File: config.mk
export PLATFORM = sky130hd
export DESIGN_NAME = wwt_top
export DESIGN_NICKNAME = d
export VERILOG_FILES = /design/src/wwt_prescaler.v /design/src/wwt_top.v
export VERILOG_INCLUDE_DIRS = /design/src
export SDC_FILE = /design/constraint.sdc
export NUM_CORES = 1
export LEC_CHECK = 0
export BUFFER_PORTS_ARGS = -buffer_cell sky130_fd_sc_hd__buf_2
export CAP_MARGIN = 0
export CELL_PAD_IN_SITES_DETAIL_PLACEMENT = 0
export CELL_PAD_IN_SITES_GLOBAL_PLACEMENT = 1
export CORE_MARGIN = 5
export CORE_UTILIZATION = 35
export CTS_BUF_LIST = sky130_fd_sc_hd__clkbuf_8 sky130_fd_sc_hd__clkbuf_16
export DETAILED_ROUTE_END_ITERATION = 12
export PLACE_DENSITY_LB_ADDON = 0.1
export SLEW_MARGIN = 20
export SYNTH_ARGS = -nofsm -noshare
export SYNTH_HDL_FRONTEND = slang
export SYNTH_SLANG_ARGS = --single-unit
File: constraint.sdc
create_clock -name CLK_IN -period 2.9 [get_ports CLK_IN]
set_input_delay 0.435 -clock CLK_IN [delete_from_list [all_inputs] [get_ports CLK_IN]]
set_output_delay 0.435 -clock CLK_IN [all_outputs]
set_load 0.01 [all_outputs]
File: src/wwt_regs.vh
// register map, field positions, reset values and timing counts of the window watchdog
`ifndef WWT_REGS_VH
`define WWT_REGS_VH

// register byte offsets
`define WWT_OFS_RELOAD 8'h00
`define WWT_OFS_CTRL 8'h04
`define WWT_OFS_STATUS 8'h08
`define WWT_OFS_COUNT 8'h0C
`define WWT_OFS_MASK 8'h10

// reload key and reset values
`define WWT_RELOAD_KEY 32'h00005AA5
`define WWT_CTRL_RESET 32'h003F0800
`define WWT_MASK_RESET 2'h1
`define WWT_ZERO_WORD 32'h00000000

// control fields
`define WWT_CTRL_EN_BIT 0
`define WWT_CTRL_IE_BIT 1
`define WWT_CTRL_PSC_LSB 8
`define WWT_CTRL_PSC_MSB 11
`define WWT_CTRL_CMP_LSB 16
`define WWT_CTRL_CMP_MSB 21

// status fields
`define WWT_STAT_CMP_BIT 0
`define WWT_STAT_RST_BIT 1

// counter limits
`define WWT_CNT_TOP 6'h3F
`define WWT_CNT_ZERO 6'h00

// reload command takes effect after this many watchdog clock cycles
`define WWT_SYNC_CYCLES 2'h3

// prescale divisor minus one, per select code
`define WWT_PDIV_0 11'h000
`define WWT_PDIV_1 11'h001
`define WWT_PDIV_2 11'h003
`define WWT_PDIV_3 11'h007
`define WWT_PDIV_4 11'h00F
`define WWT_PDIV_5 11'h01F
`define WWT_PDIV_6 11'h03F
`define WWT_PDIV_7 11'h07F
`define WWT_PDIV_8 11'h0BF
`define WWT_PDIV_9 11'h0FF
`define WWT_PDIV_10 11'h17F
`define WWT_PDIV_11 11'h1FF
`define WWT_PDIV_12 11'h2FF
`define WWT_PDIV_13 11'h3FF
`define WWT_PDIV_14 11'h5FF
`define WWT_PDIV_15 11'h7FF

`endif

File: src/wwt_prescaler.v
// selectable prescaler that turns watchdog clock ticks into counter steps
`timescale 1ns/1ps
`default_nettype none
`include "wwt_regs.vh"

module wwt_prescaler (
	input wire clk_in,
	input wire rst_n_in,
	input wire tick_in,
	input wire run_in,
	input wire [3:0] select_in,
	output reg step_out
);

	reg [10:0] pre_count;
	reg [10:0] last_value;

	// divisor lookup: 1,2,4..128,192,256,384,512,768,1024,1536,2048
	always @* begin
		case (select_in)
			4'h0: last_value = `WWT_PDIV_0;
			4'h1: last_value = `WWT_PDIV_1;
			4'h2: last_value = `WWT_PDIV_2;
			4'h3: last_value = `WWT_PDIV_3;
			4'h4: last_value = `WWT_PDIV_4;
			4'h5: last_value = `WWT_PDIV_5;
			4'h6: last_value = `WWT_PDIV_6;
			4'h7: last_value = `WWT_PDIV_7;
			4'h8: last_value = `WWT_PDIV_8;
			4'h9: last_value = `WWT_PDIV_9;
			4'hA: last_value = `WWT_PDIV_10;
			4'hB: last_value = `WWT_PDIV_11;
			4'hC: last_value = `WWT_PDIV_12;
			4'hD: last_value = `WWT_PDIV_13;
			4'hE: last_value = `WWT_PDIV_14;
			4'hF: last_value = `WWT_PDIV_15;
			default: last_value = `WWT_PDIV_0;
		endcase
	end

	// one step pulse per divisor watchdog ticks while running
	always @(posedge clk_in or negedge rst_n_in) begin
		if (!rst_n_in) begin
			pre_count <= 11'h000;
			step_out <= 1'b0;
		end else begin
			step_out <= 1'b0;
			if (!run_in) begin
				pre_count <= 11'h000;
			end else if (tick_in) begin
				if (pre_count >= last_value) begin
					pre_count <= 11'h000;
					step_out <= 1'b1;
				end else begin
					pre_count <= pre_count + 11'h001;
				end
			end
		end
	end

endmodule
`default_nettype wire

File: src/wwt_top.v
// window watchdog: down counter, window reload check, reset request, registers
//
// How it works
// enable starts unstoppable countdown from top
// count reaching zero requests system reset
// key reloads to top inside window only
// key above window requests reset at once
// control register takes one write only
// enable, prescale, compare frozen once enabled
// four-bit select picks one of sixteen divisors
// one decrement per prescale period
// count equal compare sets flag, write-one clears
// interrupt enable raises compare-match interrupt
// reset flag shows watchdog caused reset
// reload lands three watchdog clocks after write
// software keeps compare above small-divisor minimum
// power-down halts counting, no wake-up
// count register returns current six-bit count
// software reloads after flag, before zero
// non-key reload writes do nothing
//
// Decided for this implementation: the plain strobed port.
`timescale 1ns/1ps
`default_nettype none
`include "wwt_regs.vh"

module wwt_top #(
	// system clocks per watchdog clock tick
	parameter WDCLK_DIV = 1
) (
	input wire CLK_IN,
	input wire RST_N_IN,
	input wire [7:0] ADDR_IN,
	input wire [31:0] WDATA_IN,
	input wire WR_IN,
	input wire RD_IN,
	output reg [31:0] RDATA_OUT,
	input wire PWR_DOWN_IN,
	input wire RST_CAUSE_WDT_IN,
	output reg IRQ_OUT,
	output reg SYS_RST_REQ_OUT
);

	localparam [15:0] WDCLK_LAST = WDCLK_DIV - 1;

	// watchdog clock tick divider
	reg [15:0] wdclk_count;
	reg wd_tick;

	// control register fields
	reg ctrl_locked;
	reg counter_enable;
	reg interrupt_enable;
	reg [3:0] prescale_select;
	reg [5:0] window_compare;

	// counter and reload synchroniser
	reg [5:0] count_value;
	reg reload_pend;
	reg [1:0] reload_stage;
	wire reload_apply;
	wire step;

	// status, mask and bookkeeping
	reg compare_match_flag;
	reg watchdog_reset_flag;
	reg [1:0] int_mask;
	reg match_seen;
	reg cause_taken;
	wire match_now;
	wire match_set;

	// bus decode
	wire wr_reload;
	wire wr_ctrl;
	wire wr_status;
	wire wr_mask;
	wire key_ok;
	wire in_window;
	wire reload_good;
	wire reload_early;
	wire hit_zero;
	wire next_irq;
	reg [31:0] next_rdata;

	assign wr_reload = WR_IN && (ADDR_IN == `WWT_OFS_RELOAD);
	assign wr_ctrl = WR_IN && (ADDR_IN == `WWT_OFS_CTRL);
	assign wr_status = WR_IN && (ADDR_IN == `WWT_OFS_STATUS);
	assign wr_mask = WR_IN && (ADDR_IN == `WWT_OFS_MASK);

	// key check and window comparison
	assign key_ok = (WDATA_IN == `WWT_RELOAD_KEY);
	assign in_window = (count_value <= window_compare);
	assign reload_good = wr_reload && key_ok && counter_enable && in_window;
	assign reload_early = wr_reload && key_ok && counter_enable && !in_window;

	// watchdog clock divider, held still in power-down
	always @(posedge CLK_IN or negedge RST_N_IN) begin
		if (!RST_N_IN) begin
			wdclk_count <= 16'h0000;
			wd_tick <= 1'b0;
		end else begin
			wd_tick <= 1'b0;
			if (PWR_DOWN_IN) begin
				wdclk_count <= wdclk_count;
			end else if (wdclk_count >= WDCLK_LAST) begin
				wdclk_count <= 16'h0000;
				wd_tick <= 1'b1;
			end else begin
				wdclk_count <= wdclk_count + 16'h0001;
			end
		end
	end

	// control register: first write after reset wins, later ones dropped
	always @(posedge CLK_IN or negedge RST_N_IN) begin
		if (!RST_N_IN) begin
			ctrl_locked <= 1'b0;
			counter_enable <= 1'b0; // reset control word has enable clear
			interrupt_enable <= 1'b0; // and interrupt enable clear
			prescale_select <= 4'h8;
			window_compare <= `WWT_CNT_TOP;
		end else if (wr_ctrl && !ctrl_locked) begin
			ctrl_locked <= 1'b1;
			counter_enable <= WDATA_IN[`WWT_CTRL_EN_BIT];
			interrupt_enable <= WDATA_IN[`WWT_CTRL_IE_BIT];
			prescale_select <= WDATA_IN[`WWT_CTRL_PSC_MSB:`WWT_CTRL_PSC_LSB];
			window_compare <= WDATA_IN[`WWT_CTRL_CMP_MSB:`WWT_CTRL_CMP_LSB];
		end
	end

	// prescaler: runs only while enabled and awake
	wwt_prescaler u_prescaler (
		.clk_in(CLK_IN),
		.rst_n_in(RST_N_IN),
		.tick_in(wd_tick),
		.run_in(counter_enable && !PWR_DOWN_IN),
		.select_in(prescale_select),
		.step_out(step)
	);

	// reload command waits three watchdog clocks before landing
	always @(posedge CLK_IN or negedge RST_N_IN) begin
		if (!RST_N_IN) begin
			reload_pend <= 1'b0;
			reload_stage <= 2'h0;
		end else if (reload_apply) begin
			reload_pend <= 1'b0;
			reload_stage <= 2'h0;
		end else if (reload_good && !reload_pend) begin
			reload_pend <= 1'b1;
			reload_stage <= 2'h0;
		end else if (reload_pend && wd_tick) begin
			reload_stage <= reload_stage + 2'h1;
		end
	end

	assign reload_apply = reload_pend && wd_tick &&
		(reload_stage == `WWT_SYNC_CYCLES - 2'h1);

	// down counter: reload beats a step in the same cycle
	always @(posedge CLK_IN or negedge RST_N_IN) begin
		if (!RST_N_IN) begin
			count_value <= `WWT_CNT_TOP;
		end else if (reload_apply) begin
			count_value <= `WWT_CNT_TOP;
		end else if (counter_enable && step && count_value != `WWT_CNT_ZERO) begin
			count_value <= count_value - 6'h01;
		end
	end

	// system reset request, held until the chip reset clears it
	assign hit_zero = counter_enable && (count_value == `WWT_CNT_ZERO);
	always @(posedge CLK_IN or negedge RST_N_IN) begin
		if (!RST_N_IN) begin
			SYS_RST_REQ_OUT <= 1'b0;
		end else if (hit_zero) begin
			SYS_RST_REQ_OUT <= 1'b1;
		end else if (reload_early) begin
			SYS_RST_REQ_OUT <= 1'b1;
		end
	end

	// compare match detected on entry into the compare value
	assign match_now = counter_enable && (count_value == window_compare);
	assign match_set = match_now && !match_seen;
	always @(posedge CLK_IN or negedge RST_N_IN) begin
		if (!RST_N_IN) begin
			match_seen <= 1'b0;
		end else begin
			match_seen <= match_now;
		end
	end

	// compare flag: hardware set wins over a write-one clear
	always @(posedge CLK_IN or negedge RST_N_IN) begin
		if (!RST_N_IN) begin
			compare_match_flag <= 1'b0;
		end else if (match_set) begin
			compare_match_flag <= 1'b1;
		end else if (wr_status && WDATA_IN[`WWT_STAT_CMP_BIT]) begin
			compare_match_flag <= 1'b0;
		end
	end

	// reset cause caught once, at the first edge after release
	always @(posedge CLK_IN or negedge RST_N_IN) begin
		if (!RST_N_IN) begin
			cause_taken <= 1'b0;
			watchdog_reset_flag <= 1'b0;
		end else if (!cause_taken) begin
			cause_taken <= 1'b1;
			watchdog_reset_flag <= RST_CAUSE_WDT_IN;
		end else if (wr_status && WDATA_IN[`WWT_STAT_RST_BIT]) begin
			watchdog_reset_flag <= 1'b0;
		end
	end

	// interrupt mask, same layout as status
	always @(posedge CLK_IN or negedge RST_N_IN) begin
		if (!RST_N_IN) begin
			int_mask <= `WWT_MASK_RESET;
		end else if (wr_mask) begin
			int_mask <= WDATA_IN[1:0];
		end
	end

	// level interrupt from unmasked status bits
	assign next_irq = (compare_match_flag && interrupt_enable && int_mask[0]) ||
		(watchdog_reset_flag && int_mask[1]);
	always @(posedge CLK_IN or negedge RST_N_IN) begin
		if (!RST_N_IN) begin
			IRQ_OUT <= 1'b0;
		end else begin
			IRQ_OUT <= next_irq;
		end
	end

	// read mux; reload register and unmapped offsets read zero
	always @* begin
		next_rdata = `WWT_ZERO_WORD;
		case (ADDR_IN)
			`WWT_OFS_CTRL: begin
				next_rdata[`WWT_CTRL_EN_BIT] = counter_enable;
				next_rdata[`WWT_CTRL_IE_BIT] = interrupt_enable;
				next_rdata[`WWT_CTRL_PSC_MSB:`WWT_CTRL_PSC_LSB] = prescale_select;
				next_rdata[`WWT_CTRL_CMP_MSB:`WWT_CTRL_CMP_LSB] = window_compare;
			end
			`WWT_OFS_STATUS: begin
				next_rdata[`WWT_STAT_CMP_BIT] = compare_match_flag;
				next_rdata[`WWT_STAT_RST_BIT] = watchdog_reset_flag;
			end
			`WWT_OFS_COUNT: begin
				next_rdata[5:0] = count_value;
			end
			`WWT_OFS_MASK: begin
				next_rdata[1:0] = int_mask;
			end
			default: begin
				next_rdata = `WWT_ZERO_WORD;
			end
		endcase
	end

	// read data stands only in the cycle after the strobe
	always @(posedge CLK_IN or negedge RST_N_IN) begin
		if (!RST_N_IN) begin
			RDATA_OUT <= `WWT_ZERO_WORD;
		end else if (RD_IN) begin
			RDATA_OUT <= next_rdata;
		end else begin
			RDATA_OUT <= `WWT_ZERO_WORD;
		end
	end

endmodule
`default_nettype wire

==> summary.txt <==
Pwr
  – Combinational Power Share: about 9.2%
  – Sequential group share of total power: about 46%
  – Tot Pwr: 0.00189 W
  – P_sw: between 0.0004 and 0.0005 W
  – Internal power: approximately 0.0014 W
  – Clock share of power: 45.1%
  – Peak VDD IR: about 0.18 mV
  – Switch share: between 20% and 30%
  – P_leak: about 1.9 nW
  – Pwr dens: slightly below 500 nW/um^2

Place
  – RePlAce Congestion: approximately 0.74
  – HPWL Detailed: 5920 um
  – Number of I/O port buffers: 63

Synthesis
  – Synth warn: 0
  – Seq cells post-synth: 59
  – Most area-hungry cell type in the Yosys netlist: dfrtp_1
  – Synth cell types: between 50 and 60
  – Register area share after synthesis: a little under half
  – Post-synth ARST share: 100%
  – Top cells by area, synth: dfrtp_1 34%, dfstp_2 11%, ha_1 7.9%
  – Mean Syn Cell Area: ~11 um^2
  – Number of flops mapped to enable cells by yosys: 0
  – Synthesized cell area: 3320 um^2
  – Synth top area share: between 30 and 40%
  – Top_reg_cell synth: dfrtp_1
  – Cell count after synthesis: approximately 320

Clocking
  – Post-CTS Hold Fix Bufs: 0
  – Htree depth: 3
  – Clock tree buffer depth: 2
  – CTS Buf Count: 9
  – Post-CTS resize count: 0
  – Setup bufs post-CTS: 0
  – Clk Latency, worst-skew pair: about 340 ps
  – Clock transition at the registers of the reported paths: 80 ps
  – Clock root cell: clkbuf_8
  – TritonCTS clock tree: done
  – Clock sinks: 59

Finish
  – Diodes inserted: 0
  – Share of layout cells above drive strength 1: just under 30%
  – Fillers: a little over 900
  – Register Area: between 1000 and 1500 um^2
  – Most frequent cells in the layout: 63 x buf_2, 45 x dfrtp_1, 22 x nand2_1
  – Area of the multi-input gates: between 1500 and 2000 um^2
  – P&R area growth vs syn: 18.4%
  – Core Util, Final: ~43%
  – Nets@finish: about 450
  – Most common cell after layout, fill and taps aside: buf_2

Detailed routing
  – Vias per cell: 4.76
  – DRC viols: 0
  – Vias post-DR: 2451
  – DR WL/cell: about 15 um
  – DR pass1 iterations: 4
  – Antenna viol nets, final: 0
  – Total Routed Length: ~7600 um
  – 1st-iter DRT viols: 47

Critical path
  – Startpoint class of the critical path: register
  – Maximum fanout along the worst path: 13
  – Critical Path Sink Type: register
  – CP bufs+invs: 0
  – Critical R2R Launch: prescale_select[2]
  – Largest stage delay on the critical path: roughly 520 ps
  – Critical path's top delay family: compound AO/OA/AOI/OAI gates
  – Reg2reg setup slack: 320 ps
  – Worst path arrival time: around 2800 ps
  – Slowest CP cell: dfrtp_1
  – Worst path cell trace: o21a_1, a21oi_1, ha_1, and3_1, a221o_1, a41oi_2, o22ai_2, nor3_1
  – Reg2Reg Capture Point: u_prescaler.pre_count[9]
  – R2R depth: 8
  – Crit Path Category: reg2reg
  – CP required: approximately 3100 ps

STA
  – Tmin final: between 2000 and 3000 ps
  – Fin. Hold Viols: 0
  – Setup violations, final: 0
  – Least-Margin Pin Slew: 544 ps
  – RSZ-0062 raised after global routing: false
  – Slew HR: between 60% and 70%
  – Fin crit share: between 80% and 90%
  – Setup TNS: 0 ps
  – FMAX: ~390 MHz
  – Max-slew violations: 0
  – Fin Clk Skew: between 15 and 20 ps

Floorplanning
  – Die area: 11500 um^2
  – Io pins: 80
  – Die Y: between 100 and 150 um
  – Core area: a little over 9000 um^2
  – Initial core utilization: 35.9%
  – Die width: roughly 110 um
  – Row count: 35

GRT
  – Largest net degree at the start of global routing: 25
  – All-Layer GR Usage: between 10% and 20%
  – First-pass GRT wire length: around 13000 um
  – GRT overflow: 0
  – Antenna violations before repair: 0
  – Vias in the first global route: 2541

Run
  – MaxCap Viol Count: 0

Outcome
  – Status: finished clean

Hold path
  – Worst Hold Class: in2async
-- Yosys cell counts (all sizes together) (3+ instances only) --
cell type / number
buf: 18
dfrtp: 45
mux2: 14
nand2: 22
inv: 18
nor2b: 6
ha: 21
dfstp: 14
nor2: 13
a21o: 7
o21ai: 6
o2111ai: 5
nand3: 8
nand4: 6
and2: 14
nor3: 14
and4: 3
xor2: 5
xnor2: 9
nor4: 6
clkbuf: 7
nand2b: 4
a21oi: 10
and3: 6
-- kinds of logic after synthesis --
logic type	share of synthesized area [%]
flops	45.0
other cells	0.226
simple gates	19.7
mux	6.49
compound gates	10.0
fa+ha+maj	7.92
buf+inv	6.94
xor+xnor	3.70
-- final cells by class --
type	instances	share of cell area, %
multi-input combinational	228	42.0
sequential	59	38.0
timing repair buffer	65	8.40
tap	129	4.11
clock buffer	10	3.50
clock inverter	6	2.26
inverter	18	1.72
-- per-stage QoR --
| stage | cell area (um^2) | worst slack [ps] | instances | hold slack [ps] |
|---|---|---|---|---|
| finish | 3930 | 315 | 515 | 66.4 |
| global route | 3930 | 145 | 515 | 109 |
| global placement | 3700 | 418 | 499 | 433 |
| floorplan | 3370 | 432 | 330 | 139 |
| CTS | 3930 | 327 | 515 | 80.9 |
| detailed placement | 3700 | 360 | 499 | 451 |
-- how the worst max path moves through the flow --
stage / startpoint / end / slack, ps / depth (start not counted)
after floorplan: prescale_select[3] / u_prescaler.step_out / 430 / 9
after CTS: prescale_select[2] / u_prescaler.step_out / 330 / 8
after global routing: prescale_select[2] / u_prescaler.pre_count[2] / 150 / 8
after global placement: prescale_select[3] / u_prescaler.step_out / 420 / 8
after detailed placement: prescale_select[2] / u_prescaler.step_out / 360 / 8
final: prescale_select[2] / u_prescaler.pre_count[9] / 320 / 8
-- flip-flops by register name (all words and copies together), names as in the netlist --
signal and flops:
IRQ_OUT 1, cause_taken 1, match_seen 1, prescale_select 4, wd_tick 1, SYS_RST_REQ_OUT 1, reload_stage 2, u_prescaler.step_out 1
RDATA_OUT 16, int_mask 2, reload_pend 1, watchdog_reset_flag 1, counter_enable 1, compare_match_flag 1, u_prescaler.pre_count 11, ctrl_locked 1
interrupt_enable 1, window_compare 6, count_value 6
-- metal layers --
| metal | wire [um] | GRT usage, % | vias to the layer above | part of all wire (%) |
|---|---|---|---|---|
| li1 | - | - | 1215 | - |
| met1 | 3790 | 20.0 | 1147 | 50 |
| met2 | 3190 | 20.2 | 73 | 42 |
| met3 | 450 | 3.18 | 16 | 5.9 |
| met4 | 137 | 5.68 | 0 | 1.8 |
| met5 | 0 | 0 | - | 0 |
-- worst register-to-register path: cells and delay by family, from the launching register on --
| kind | cells | cell delay (ps) |
|---|---|---|
| flops | 1 | 520 |
| fa+ha+maj | 1 | 270 |
| compound gates | 5 | 1260 |
| simple gates | 2 | 440 |
-- power groups by stage --
stage / Sequential (W) / Clock, W / Combinational [W]
2_1_floorplan: 0.000865 / 0 / 0.000123
3_3_place_gp: 0.000878 / 0 / 0.000175
3_5_place_dp: 0.000878 / 0 / 0.000178
4_1_cts: 0.000863 / 0.000876 / 0.000179
5_1_grt: 0.000867 / 0.000904 / 0.000201
6_report: 0.000863 / 0.000853 / 0.000175
Power figures use the tool's default switching activity.
